<file path="src/pkg/rx_filter_pkg.sv">
// Contract
// - sync_pattern_low is the low byte of the 16-bit sync pattern.
// - fixed framing: packet_length_limit is the exact payload length.
// - variable framing: packet_length_limit is the largest length accepted.
// - quality counter gains one per bit change, loses eight per repeat.
// - sync detection allowed only while counter reaches four times threshold.
// - threshold zero accepts any matching sync pattern.
// - bad_checksum_flush set: failed checksum empties the receive FIFO.
// - status_trailer_enable set: two status bytes follow the payload.
// - status bytes hold signal strength, link quality, checksum-passed flag.
// - filter modes: none, own, plus 0x00, plus 0x00 and 0xFF.
// - sync_pattern_high is the high byte of the sync pattern.
// - variable framing takes length from first byte after sync.
// - address byte is compared with own-address value.
package rx_filter_pkg;

	localparam logic [5:0] SYNC_LOW_ADDR = 6'h05;
	localparam logic [5:0] PKT_LEN_ADDR = 6'h06;
	localparam logic [5:0] PKT_CTRL_ADDR = 6'h07;

	localparam logic [7:0] SYNC_LOW_RESET = 8'h91;
	localparam logic [7:0] PKT_LEN_RESET = 8'hFF;
	localparam logic [7:0] PKT_CTRL_RESET = 8'h04;
	localparam logic [7:0] PKT_CTRL_WMASK = 8'hEF;

	localparam int PQT_MSB = 7;
	localparam int PQT_LSB = 5;
	localparam int FLUSH_BIT = 3;
	localparam int TRAILER_BIT = 2;
	localparam int ADDR_MODE_MSB = 1;
	localparam int ADDR_MODE_LSB = 0;

	localparam logic [1:0] ADDR_MODE_OFF = 2'h0;
	localparam logic [1:0] ADDR_MODE_OWN = 2'h1;
	localparam logic [1:0] ADDR_MODE_BC0 = 2'h2;
	localparam logic [1:0] ADDR_MODE_BC01 = 2'h3;
	localparam logic [7:0] BCAST_ZERO = 8'h00;
	localparam logic [7:0] BCAST_ONES = 8'hFF;

	localparam int PQ_CNT_W = 8;
	localparam logic [7:0] PQ_STEP_UP = 8'h01;
	localparam logic [7:0] PQ_STEP_DOWN = 8'h08;
	localparam logic [7:0] PQ_CNT_MAX = 8'hFF;
	localparam int PQ_SCALE_SHIFT = 2;

	localparam logic [15:0] CRC_POLY = 16'h8005;
	localparam logic [15:0] CRC_INIT = 16'hFFFF;

	localparam int FIFO_AW = 6;
	localparam logic [6:0] FIFO_DEPTH = 7'h40;

	typedef struct packed {
		logic [5:0] addr;
		logic [7:0] wdata;
		logic wr;
	} reg_req_s;

	typedef struct packed {
		logic bit_val;
		logic valid;
	} rx_bit_s;

	typedef enum logic [6:0] {
		ST_HUNT = 7'b0000001,
		ST_LENGTH = 7'b0000010,
		ST_BODY = 7'b0000100,
		ST_CHECK = 7'b0001000,
		ST_TRAIL_RECEIVED_SIGNAL_STRENGTH = 7'b0010000,
		ST_TRAIL_LQI = 7'b0100000,
		ST_FINISH = 7'b1000000
	} pkt_state_e;

endpackage

</file>
<file path="src/rtl/rx_packet_filter_config.sv">
`timescale 1ns/10ps
module rx_packet_filter_config
	import rx_filter_pkg::*;
(
	input wire logic clk_sys,
	input wire logic rst_b,
	input reg_req_s reg_req,
	output logic [7:0] reg_rdata,
	input rx_bit_s rx,
	input wire logic [7:0] sync_pattern_high,
	input wire logic [7:0] device_address,
	input wire logic length_variable,
	input wire logic checksum_enable,
	input wire logic [7:0] received_signal_strength,
	input wire logic [6:0] link_quality_value,
	input wire logic fifo_rd,
	output logic [7:0] fifo_rdata,
	output logic [6:0] fifo_level,
	output logic sync_found,
	output logic pkt_done,
	output logic pkt_crc_ok
);

	typedef struct packed {
		pkt_state_e st;
		logic [15:0] sync_sh;
		logic [2:0] bit_cnt;
		logic [7:0] byte_sh;
		logic [7:0] remaining;
		logic first_body;
		logic crc_half;
		logic [15:0] crc;
		logic [15:0] crc_rx;
		logic crc_ok;
		logic [6:0] wptr;
		logic [6:0] rptr;
		logic [6:0] pkt_start;
		logic [6:0] level;
		logic [7:0] sync_low;
		logic [7:0] pkt_len;
		logic [7:0] pkt_ctrl;
		logic [7:0] rdata;
		logic sync_found;
		logic pkt_done;
		logic pkt_ok;
	} top_state_s;

	top_state_s cur_ff;
	top_state_s nxt_cur;

	logic pq_reached;
	logic [2:0] preamble_quality_threshold;
	logic [1:0] addr_mode;
	logic flush_en;
	logic trailer_en;
	logic [7:0] new_byte;
	logic [15:0] new_sync;
	logic byte_done;
	logic wr_req;
	logic [7:0] wr_data;
	logic mem_we;
	logic rd_take;
	logic fifo_empty;
	logic fifo_full;
	logic sync_hit;
	logic quality_ok;
	logic len_bad;
	logic addr_ok;
	logic last_body;
	logic crc_match;
	logic bad_flush;

	////////////////////////////////////////////////////////////////
	// helpers

	function automatic logic [15:0] crc_step(input logic [15:0] crc,
		input logic b);
		logic fb;
		fb = crc[15] ^ b;
		crc_step = {crc[14:0], 1'b0} ^ (fb ? CRC_POLY : 16'h0000);
	endfunction

	function automatic logic addr_pass(input logic [1:0] mode,
		input logic [7:0] a, input logic [7:0] own);
		logic ok;
		ok = (a == own);
		case (mode)
			ADDR_MODE_OFF: ok = 1'b1;
			ADDR_MODE_OWN: ok = ok;
			ADDR_MODE_BC0: ok = ok || (a == BCAST_ZERO);
			ADDR_MODE_BC01: ok = ok || (a == BCAST_ZERO) || (a == BCAST_ONES);
			default: ok = 1'b1;
		endcase
		addr_pass = ok;
	endfunction

	function automatic logic [7:0] reg_value(input logic [5:0] a,
		input top_state_s s);
		case (a)
			SYNC_LOW_ADDR: reg_value = s.sync_low;
			PKT_LEN_ADDR: reg_value = s.pkt_len;
			PKT_CTRL_ADDR: reg_value = s.pkt_ctrl;
			default: reg_value = 8'h00;
		endcase
	endfunction

	////////////////////////////////////////////////////////////////
	// field decode

	assign preamble_quality_threshold = cur_ff.pkt_ctrl[PQT_MSB:PQT_LSB];
	assign flush_en = cur_ff.pkt_ctrl[FLUSH_BIT];
	assign trailer_en = cur_ff.pkt_ctrl[TRAILER_BIT];
	assign addr_mode = cur_ff.pkt_ctrl[ADDR_MODE_MSB:ADDR_MODE_LSB];
	assign new_byte = {cur_ff.byte_sh[6:0], rx.bit_val};
	assign new_sync = {cur_ff.sync_sh[14:0], rx.bit_val};
	assign byte_done = rx.valid && (cur_ff.bit_cnt == 3'h7);
	assign rd_take = fifo_rd && !fifo_empty;

	assign reg_rdata = cur_ff.rdata;
	assign fifo_level = cur_ff.level;
	assign sync_found = cur_ff.sync_found;
	assign pkt_done = cur_ff.pkt_done;
	assign pkt_crc_ok = cur_ff.pkt_ok;

	////////////////////////////////////////////////////////////////
	// derived conditions

	assign fifo_empty = (cur_ff.level == 7'h00);
	assign fifo_full = (cur_ff.level == FIFO_DEPTH);
	assign sync_hit = (new_sync == {sync_pattern_high, cur_ff.sync_low});
	// zero threshold lets any matching sync through
	assign quality_ok = (preamble_quality_threshold == 3'h0) || pq_reached;
	assign len_bad = (new_byte == 8'h00) || (new_byte > cur_ff.pkt_len);
	assign addr_ok = addr_pass(addr_mode, new_byte, device_address);
	assign last_body = (cur_ff.remaining == 8'h01);
	assign crc_match = ({cur_ff.crc_rx[14:0], rx.bit_val} == cur_ff.crc);
	assign bad_flush = (cur_ff.st == ST_FINISH) && !cur_ff.crc_ok &&
		flush_en;

	preamble_quality u_pq (
		.clk_sys(clk_sys),
		.rst_b(rst_b),
		.rx(rx),
		.restart(cur_ff.sync_found),
		.threshold(preamble_quality_threshold),
		.reached(pq_reached)
	);

	rx_fifo_mem u_mem (
		.clk_sys(clk_sys),
		.rst_b(rst_b),
		.we(mem_we),
		.waddr(cur_ff.wptr[FIFO_AW-1:0]),
		.wdata(wr_data),
		.re(rd_take),
		.raddr(cur_ff.rptr[FIFO_AW-1:0]),
		.rdata(fifo_rdata)
	);

	////////////////////////////////////////////////////////////////
	// next state

	always_comb begin
		nxt_cur = cur_ff;
		nxt_cur.sync_found = 1'b0;
		nxt_cur.pkt_done = 1'b0;
		wr_req = 1'b0;
		wr_data = 8'h00;
		mem_we = 1'b0;

		if (reg_req.wr) begin
			case (reg_req.addr)
				SYNC_LOW_ADDR: nxt_cur.sync_low = reg_req.wdata;
				PKT_LEN_ADDR: nxt_cur.pkt_len = reg_req.wdata;
				PKT_CTRL_ADDR: nxt_cur.pkt_ctrl = reg_req.wdata & PKT_CTRL_WMASK;
				default: nxt_cur.pkt_ctrl = cur_ff.pkt_ctrl;
			endcase
		end
		nxt_cur.rdata = reg_value(reg_req.addr, cur_ff);

		if (rd_take) begin
			nxt_cur.rptr = cur_ff.rptr + 7'h01;
		end
		if (rx.valid) begin
			nxt_cur.byte_sh = new_byte;
			nxt_cur.bit_cnt = cur_ff.bit_cnt + 3'h1;
		end

		case (cur_ff.st)
			ST_HUNT: begin
				if (rx.valid) begin
					nxt_cur.sync_sh = new_sync;
					if (sync_hit && quality_ok &&
						(length_variable || (cur_ff.pkt_len != 8'h00))) begin
						nxt_cur.st = length_variable ? ST_LENGTH : ST_BODY;
						nxt_cur.remaining = cur_ff.pkt_len;
						nxt_cur.bit_cnt = 3'h0;
						nxt_cur.crc = CRC_INIT;
						nxt_cur.first_body = 1'b1;
						nxt_cur.crc_half = 1'b0;
						nxt_cur.pkt_start = cur_ff.wptr;
						nxt_cur.sync_sh = 16'h0000;
						nxt_cur.sync_found = 1'b1;
					end
				end
			end
			ST_LENGTH: begin
				if (rx.valid) begin
					nxt_cur.crc = crc_step(cur_ff.crc, rx.bit_val);
				end
				if (byte_done) begin
					if (len_bad) begin
						nxt_cur.st = ST_HUNT;
					end else begin
						nxt_cur.remaining = new_byte;
						wr_req = 1'b1;
						wr_data = new_byte;
						nxt_cur.st = ST_BODY;
					end
				end
			end
			ST_BODY: begin
				if (rx.valid) begin
					nxt_cur.crc = crc_step(cur_ff.crc, rx.bit_val);
				end
				if (byte_done) begin
					nxt_cur.first_body = 1'b0;
					if (cur_ff.first_body && !addr_ok) begin
						nxt_cur.wptr = cur_ff.pkt_start;
						nxt_cur.st = ST_HUNT;
					end else begin
						wr_req = 1'b1;
						wr_data = new_byte;
						nxt_cur.remaining = cur_ff.remaining - 8'h01;
						if (last_body) begin
							nxt_cur.crc_ok = 1'b1;
							if (checksum_enable) begin
								nxt_cur.st = ST_CHECK;
							end else if (trailer_en) begin
								nxt_cur.st = ST_TRAIL_RECEIVED_SIGNAL_STRENGTH;
							end else begin
								nxt_cur.st = ST_FINISH;
							end
						end
					end
				end
			end
			ST_CHECK: begin
				if (rx.valid) begin
					nxt_cur.crc_rx = {cur_ff.crc_rx[14:0], rx.bit_val};
				end
				if (byte_done) begin
					nxt_cur.crc_half = 1'b1;
					if (cur_ff.crc_half) begin
						nxt_cur.crc_ok = crc_match;
						nxt_cur.st = trailer_en ? ST_TRAIL_RECEIVED_SIGNAL_STRENGTH : ST_FINISH;
					end
				end
			end
			ST_TRAIL_RECEIVED_SIGNAL_STRENGTH: begin
				wr_req = 1'b1;
				wr_data = received_signal_strength;
				nxt_cur.st = ST_TRAIL_LQI;
			end
			ST_TRAIL_LQI: begin
				wr_req = 1'b1;
				wr_data = {cur_ff.crc_ok, link_quality_value};
				nxt_cur.st = ST_FINISH;
			end
			ST_FINISH: begin
				nxt_cur.pkt_done = 1'b1;
				nxt_cur.pkt_ok = cur_ff.crc_ok;
				nxt_cur.st = ST_HUNT;
			end
			default: nxt_cur.st = ST_HUNT;
		endcase

		// bytes arriving with no room are dropped
		if (wr_req && !fifo_full) begin
			mem_we = 1'b1;
			nxt_cur.wptr = cur_ff.wptr + 7'h01;
		end

		// relies on a single packet held in the FIFO
		if (bad_flush) begin
			nxt_cur.wptr = 7'h00;
			nxt_cur.rptr = 7'h00;
		end
		nxt_cur.level = nxt_cur.wptr - nxt_cur.rptr;
	end

	always_ff @(posedge clk_sys or negedge rst_b) begin
		if (!rst_b) begin
			cur_ff <= '0;
			cur_ff.st <= ST_HUNT;
			cur_ff.sync_low <= SYNC_LOW_RESET;
			cur_ff.pkt_len <= PKT_LEN_RESET;
			cur_ff.pkt_ctrl <= PKT_CTRL_RESET;
		end else begin
			cur_ff <= nxt_cur;
		end
	end

endmodule

</file>
<file path="src/rtl/preamble_quality.sv">
`timescale 1ns/10ps
module preamble_quality
	import rx_filter_pkg::*;
(
	input wire logic clk_sys,
	input wire logic rst_b,
	input rx_bit_s rx,
	input wire logic restart,
	input wire logic [2:0] threshold,
	output logic reached
);

	typedef struct packed {
		logic [7:0] cnt;
		logic last;
		logic have_last;
		logic reached;
	} pq_state_s;

	pq_state_s cur_ff;
	pq_state_s nxt_cur;
	logic [7:0] limit;

	assign limit = {3'h0, threshold, 2'h0};
	assign reached = cur_ff.reached;

	always_comb begin
		nxt_cur = cur_ff;
		if (restart) begin
			nxt_cur.cnt = 8'h00;
			nxt_cur.have_last = 1'b0;
		end else if (rx.valid) begin
			nxt_cur.last = rx.bit_val;
			nxt_cur.have_last = 1'b1;
			if (cur_ff.have_last && (rx.bit_val != cur_ff.last)) begin
				if (cur_ff.cnt != PQ_CNT_MAX) begin
					nxt_cur.cnt = cur_ff.cnt + PQ_STEP_UP;
				end
			end else if (cur_ff.have_last) begin
				if (cur_ff.cnt > PQ_STEP_DOWN) begin
					nxt_cur.cnt = cur_ff.cnt - PQ_STEP_DOWN;
				end else begin
					nxt_cur.cnt = 8'h00;
				end
			end
		end
		nxt_cur.reached = (nxt_cur.cnt >= limit);
	end

	always_ff @(posedge clk_sys or negedge rst_b) begin
		if (!rst_b) begin
			cur_ff <= '0;
		end else begin
			cur_ff <= nxt_cur;
		end
	end

endmodule

</file>
<file path="src/rtl/rx_fifo_mem.sv">
`timescale 1ns/10ps
module rx_fifo_mem
	import rx_filter_pkg::*;
(
	input wire logic clk_sys,
	input wire logic rst_b,
	input wire logic we,
	input wire logic [5:0] waddr,
	input wire logic [7:0] wdata,
	input wire logic re,
	input wire logic [5:0] raddr,
	output logic [7:0] rdata
);

	typedef struct packed {
		logic [63:0][7:0] mem;
		logic [7:0] rdata;
	} mem_state_s;

	mem_state_s cur_ff;
	mem_state_s nxt_cur;

	assign rdata = cur_ff.rdata;

	always_comb begin
		nxt_cur = cur_ff;
		if (we) begin
			nxt_cur.mem[waddr] = wdata;
		end
		if (re) begin
			nxt_cur.rdata = cur_ff.mem[raddr];
		end
	end

	always_ff @(posedge clk_sys or negedge rst_b) begin
		if (!rst_b) begin
			cur_ff <= '0;
		end else begin
			cur_ff <= nxt_cur;
		end
	end

endmodule

</file>
<file path="config.mk">
export PLATFORM = sky130hd
export DESIGN_NAME = rx_packet_filter_config
export DESIGN_NICKNAME = d
export VERILOG_FILES = /design/src/pkg/rx_filter_pkg.sv /design/src/rtl/rx_packet_filter_config.sv /design/src/rtl/preamble_quality.sv /design/src/rtl/rx_fifo_mem.sv
export SDC_FILE = /design/constraint.sdc
export NUM_CORES = 1
export LEC_CHECK = 0
export ABC_AREA = 0
export BUFFER_PORTS_ARGS = -buffer_cell sky130_fd_sc_hd__buf_2
export CAP_MARGIN = 20
export CORE_AREA = 2 2 229 231
export CTS_CLUSTER_DIAMETER = 150
export CTS_CLUSTER_SIZE = 20
export DETAILED_ROUTE_END_ITERATION = 10
export DIE_AREA = 0 0 231 233
export PLACE_DENSITY = 0.89
export SLEW_MARGIN = 20
export SYNTH_ARGS = -nofsm -noshare
export SYNTH_HDL_FRONTEND = slang
export SYNTH_HIERARCHICAL = 1
export SYNTH_SLANG_ARGS = --single-unit
export TNS_END_PERCENT = 100
</file>
<file path="constraint.sdc">
create_clock -name clk_sys -period 4.73 [get_ports clk_sys]
set_clock_uncertainty 0.05 [all_clocks]
set_input_delay 1.1825 -clock clk_sys [delete_from_list [all_inputs] [get_ports clk_sys]]
set_output_delay 1.1825 -clock clk_sys [all_outputs]
set_load 0.005 [all_outputs]
</file>
; ---- Word level (Yosys, flattened, before mapping)
; Index checks and enable logic that the tools add are counted.
[totals]
out_inout_bits = 26
inputBits = 53
regBits = 669
[classes]
addsub = 7
reduce_logical = 45
n_mux = 68
order_cmp = 6
bitwise_logic = 3
eq_ne = 33
[ops]
columns = operator, count
row1 = $bwmux 512, 1
row2 = $mux 8, 15
row3 = $mux 26, 4
row4 = $mux 7, 12
row5 = $bmux 8 s6, 1
row6 = $demux 8 s6, 1
row7 = $pmux 8 s3, 2
row8 = $pmux 7 s6, 1
row9 = $eq 16x16->1, 2
row10 = $mux 16, 2
row11 = $pmux 16 s2, 1
row12 = $pmux 8 s4, 1
row13 = $eq 6x3->1 const B, 3
row14 = $ne 2x2->1 const B, 9
row15 = $xor 16x16->16, 1
row16 = $add 7x1->7 const B, 2
row17 = $eq 7x7->1 const B, 2
row18 = $lt 6x7->1 const B, 2
row19 = $mux 1, 14
row20 = $mux 14, 1
row21 = $reduce_and 7->1, 2
row22 = $reduce_and 2->1, 6
row23 = $reduce_and 4->1, 3
row24 = $mux 11, 1
row25 = other kinds (47), 73

; ---- Longest topological paths before layout
[logic_depth]
word_depth = 13
ltp_mapped = 22
mapped_depth_nobuf = 20

; ---- Modules after synthesis
; The synthesis kept the hierarchy.
[modules_own_cells]
columns = module, n_inst, area_per_inst_um2, cells_each
row1 = rx_fifo_mem, 1, 23886.7, 1525
row2 = rx_packet_filter_config, 1, 7214.4, 696
row3 = preamble_quality, 1, 939.7, 113

; ---- Worst setup path after synthesis
; No wires, ideal clock.
[synth_timing]
path_type = input to register
startpoint = in rx[1] (netlist name)
endpoint = reg cur_ff (netlist bit fifo_level[6])
path_slack_ps = 19
arrival_ps = 4581
required_ps = 4600
stages = 21
path_cell_list = buf_2 inv_1 ha_1 nand4_1 o21a_1 o41a_2 nor2b_1 buf_4 inv_4 nor2_8 a21oi_2 a21o_1 ha_1 inv_1 fa_1 a21o_1 a21oi_1 o21bai_1 a21oi_1 xnor2_1 xnor2_1
[synth_lines]
columns = element, line_no
row1 = from (decl), rx_packet_filter_config.sv:9  ; input rx_bit_s rx,
row2 = to (signal assigned), rx_packet_filter_config.sv:300  ; cur_ff <= nxt_cur;
row3 = to (decl), rx_packet_filter_config.sv:48  ; top_state_s cur_ff;

==> metrics <==
WS Path Type reg -> reg; run status finished clean; H-tree Lvls 2; Layout area overhead 6.857%; critical path's largest stage delay 0.59 ns; setup repair bufs after CTS 0; Core ar. 51090 um^2; Die H 233 um; Max Slew Vio Count 0; CTS Hold Bufs 0; Slowest cell on crit path or4b_4; WL final 74.68 mm; maximum vdd drop 0.3181 mV; syn avg cell area 13.73 um^2; Yosys warning total 6; Port Buffer Count 78; Num Clock Sinks 667; Leakage Power 16.16 nW; Total Routing Usage GR 28.48%; Fin. Hold Viols 0; simple-gate area share of the yosys netlist 5.990%; Fillers 3348; DR iter-0 viols 1728; crit path max fanout 5; most frequent cells in the layout dfrtp_1 (651), mux2_2 (590), mux4_2 (120), nand2_1 (106), buf_2 (77); Post-CTS Resized 0; CTS tree built; Largest delay share family, worst path simple AND/OR/NAND/NOR gates; Routed WL per cell 24.55 um; CTS Root Cell clkbuf_16; cell count after synthesis 2334; # nets final 2432; CP cell instances or4_4, or4b_4, o21ai_2, o41a_2, nor2b_1, buf_4, nor2_1, a211oi_1, ha_1, a21o_1, a21o_1, a21o_1, a21oi_1, xnor2_1; RSZ-0062 raised after global routing no; Final Setup Violations 0; setup TNS 0 ns; Die W 231 um; Yosys reg bits 667; DPL Wire Length 49.47 mm; Syn Nets 2415; DR vias/cell 6.609; vias in the first global route 21540; cell area after synthesis 32040 um^2; EDFF count, synth 0; share of cells above drive strength 1 41.78%; clock latency on the worst-skew pair 0.60 ns; Final period util 91.14%; Adder-Cell Fraction of Synth Area 1.117%; Compound-Gate Fraction of Synth Area 5.018%; Die Area 53820 um^2; most common cell after layout, fill and taps aside dfrtp_1; data arrival time of the worst path 4.78 ns; via count 20110; largest net degree at the start of global routing 134; Data required, critical path 5.20 ns; mux contribution to synthesized area 30.90%; main combinational cell family by area after synthesis multiplexers; TritonRoute pass-1 iters 5; post-synthesis sequential area ratio 52.14%; CTS clk-pin slew, worst paths 0.09 ns; initial antenna violation count 1; worst path bufs/invs 1; HP Class reg -> reg; GRT overflow 0; kind of end point of the critical path flip-flop; count of cell types in the netlist 87; Main synth FF type dfrtp_1; post-layout minimum cycle time 4.311 ns; Num CTS Buffers 39; global-route wire length before repair 119.5 mm; Slew HR 33.81%; pwr dens 390.4 nW/um^2; Initial Util 62.71%; Max Freq 232.0 MHz; Max Cap Viol 0; num rows 83; Worst Tran Pin Value 0.9929 ns; ys async rst share 100.0%; Clock Path Buffers 3; # DRC 0; Pwr Total 13.37 mW; I/O pins 79; most used cell along the critical path a21o_1; Startpoint Class flip-flop; XOR/XNOR Fraction of Synth Area 1.609%; GP Congestion 0.8995; Final ANT Viol Nets 0
registers in the layout (all words and copies together), names as in the netlist, named ones only:
name and count:
u_mem/cur_ff 512, cur_ff 115, u_pq/cur_ff 10, reg_rdata 8, u_mem/rdata 8, fifo_level 7, addr_mode 2, pkt_crc_ok 1
pkt_done 1, sync_found 1, u_pq/reached 1
cell usage after synthesis, types with 10 or more instances:
library cell / number / area [um^2]
a21oi_1: 27 / 135.1
a221oi_1: 13 / 113.9
a22oi_1: 26 / 195.2
buf_1: 13 / 48.80
buf_2: 28 / 140.1
buf_4: 27 / 202.7
clkbuf_1: 98 / 367.9
dfrtp_1: 654 / 16370
dfstp_2: 13 / 341.6
ha_1: 27 / 337.8
inv_1: 55 / 206.5
mux2_1: 10 / 112.6
mux2_2: 590 / 6644
mux2i_1: 44 / 440.4
mux4_2: 120 / 2703
nand2_1: 106 / 397.9
nand3_1: 31 / 155.2
nand4_1: 21 / 131.4
nor2_1: 74 / 277.8
nor2_2: 25 / 156.4
nor2b_1: 14 / 87.58
nor3_1: 11 / 55.05
o21ai_0: 47 / 235.2
o221ai_1: 18 / 157.7
o22a_1: 17 / 148.9
o22ai_1: 13 / 81.33
xnor2_1: 35 / 306.5
xor2_1: 22 / 192.7
path summary, 6_finish.rpt:
check	start	to	slack, ns	cells after the start
worst max register to register	fifo_level[3]	fifo_level[5]	0.42	14
worst min register to register	cur_ff[42]	cur_ff[42]	0.43	2
worst min-delay path	cur_ff[42]	cur_ff[42]	0.43	2
worst max-delay path	fifo_level[3]	fifo_level[5]	0.42	14
max in group asynchronous	rst_b	cur_ff[139]	2.84	3
min in group asynchronous	rst_b	u_mem/cur_ff[361]	0.56	1
logic make-up (layout without fill, tap and decap cells):
logic type               Yosys count  in the layout
flip-flops                       667            667
AND/OR/NAND/NOR                  363            363
other                              0              2
XOR/XNOR                          58             58
AO/OA/AOI/OAI                    226            226
multiplexers                     764            764
buffers and inverters            228            254
adder cells (fa/ha/maj)           28             28
metrics by stage:
step | utilization (%) | hold WS [ns] | area, um^2 | instances | setup WS [ns]
finish | 67.01 | 0.4274 | 34240 | 3042 | 0.4191
global route | 67.00 | 0.4538 | 34230 | 3040 | 0.1566
CTS | 67.00 | 0.4287 | 34230 | 3040 | 0.3964
detailed placement | 64.90 | 0.4096 | 33160 | 2990 | -0.05990
global placement | 64.90 | 0.4074 | 33160 | 2990 | 0.06198
floorplan | - | 0.3886 | 32040 | 2334 | 0.01916
power breakdown:
group / internal (mW) / switching [mW]
clock network: 1.52 / 1.88
logic: 1.45 / 1.74
registers: 6.04 / 0.723
total: 9.02 / 4.34
per-layer routing:
| metal | vias up | routed length [um] | share of wire, % | GRT usage [%] |
|---|---|---|---|---|
| met5 | - | 7 | 0.0094 | 0 |
| met4 | 2 | 3077 | 4.1 | 12.64 |
| met3 | 193 | 4014 | 5.4 | 3.946 |
| met2 | 723 | 37680 | 50 | 47.95 |
| met1 | 10630 | 29900 | 40 | 37.17 |
| li1 | 8561 | - | - | - |
area by class of cell:
type | count | area (um^2) | area share [%]
Clock inverter | 4 | 68.82 | 0.2010
Clock buffer | 46 | 1002 | 2.927
Timing Repair Buffer | 148 | 1076 | 3.143
Antenna cell | 2 | 5.005 | 0.01462
Sequential cell | 667 | 16720 | 48.83
Tap cell | 680 | 850.8 | 2.485
Inverter | 56 | 214.0 | 0.6249
Multi-Input combinational cell | 1439 | 14300 | 41.77
tightest hold or removal path, delay by kind of cell, from the launching register on:
family	cells	cell delay, ns
flops	1	0.35
simple gates	2	0.10
(Power assumes the default switching activity.)
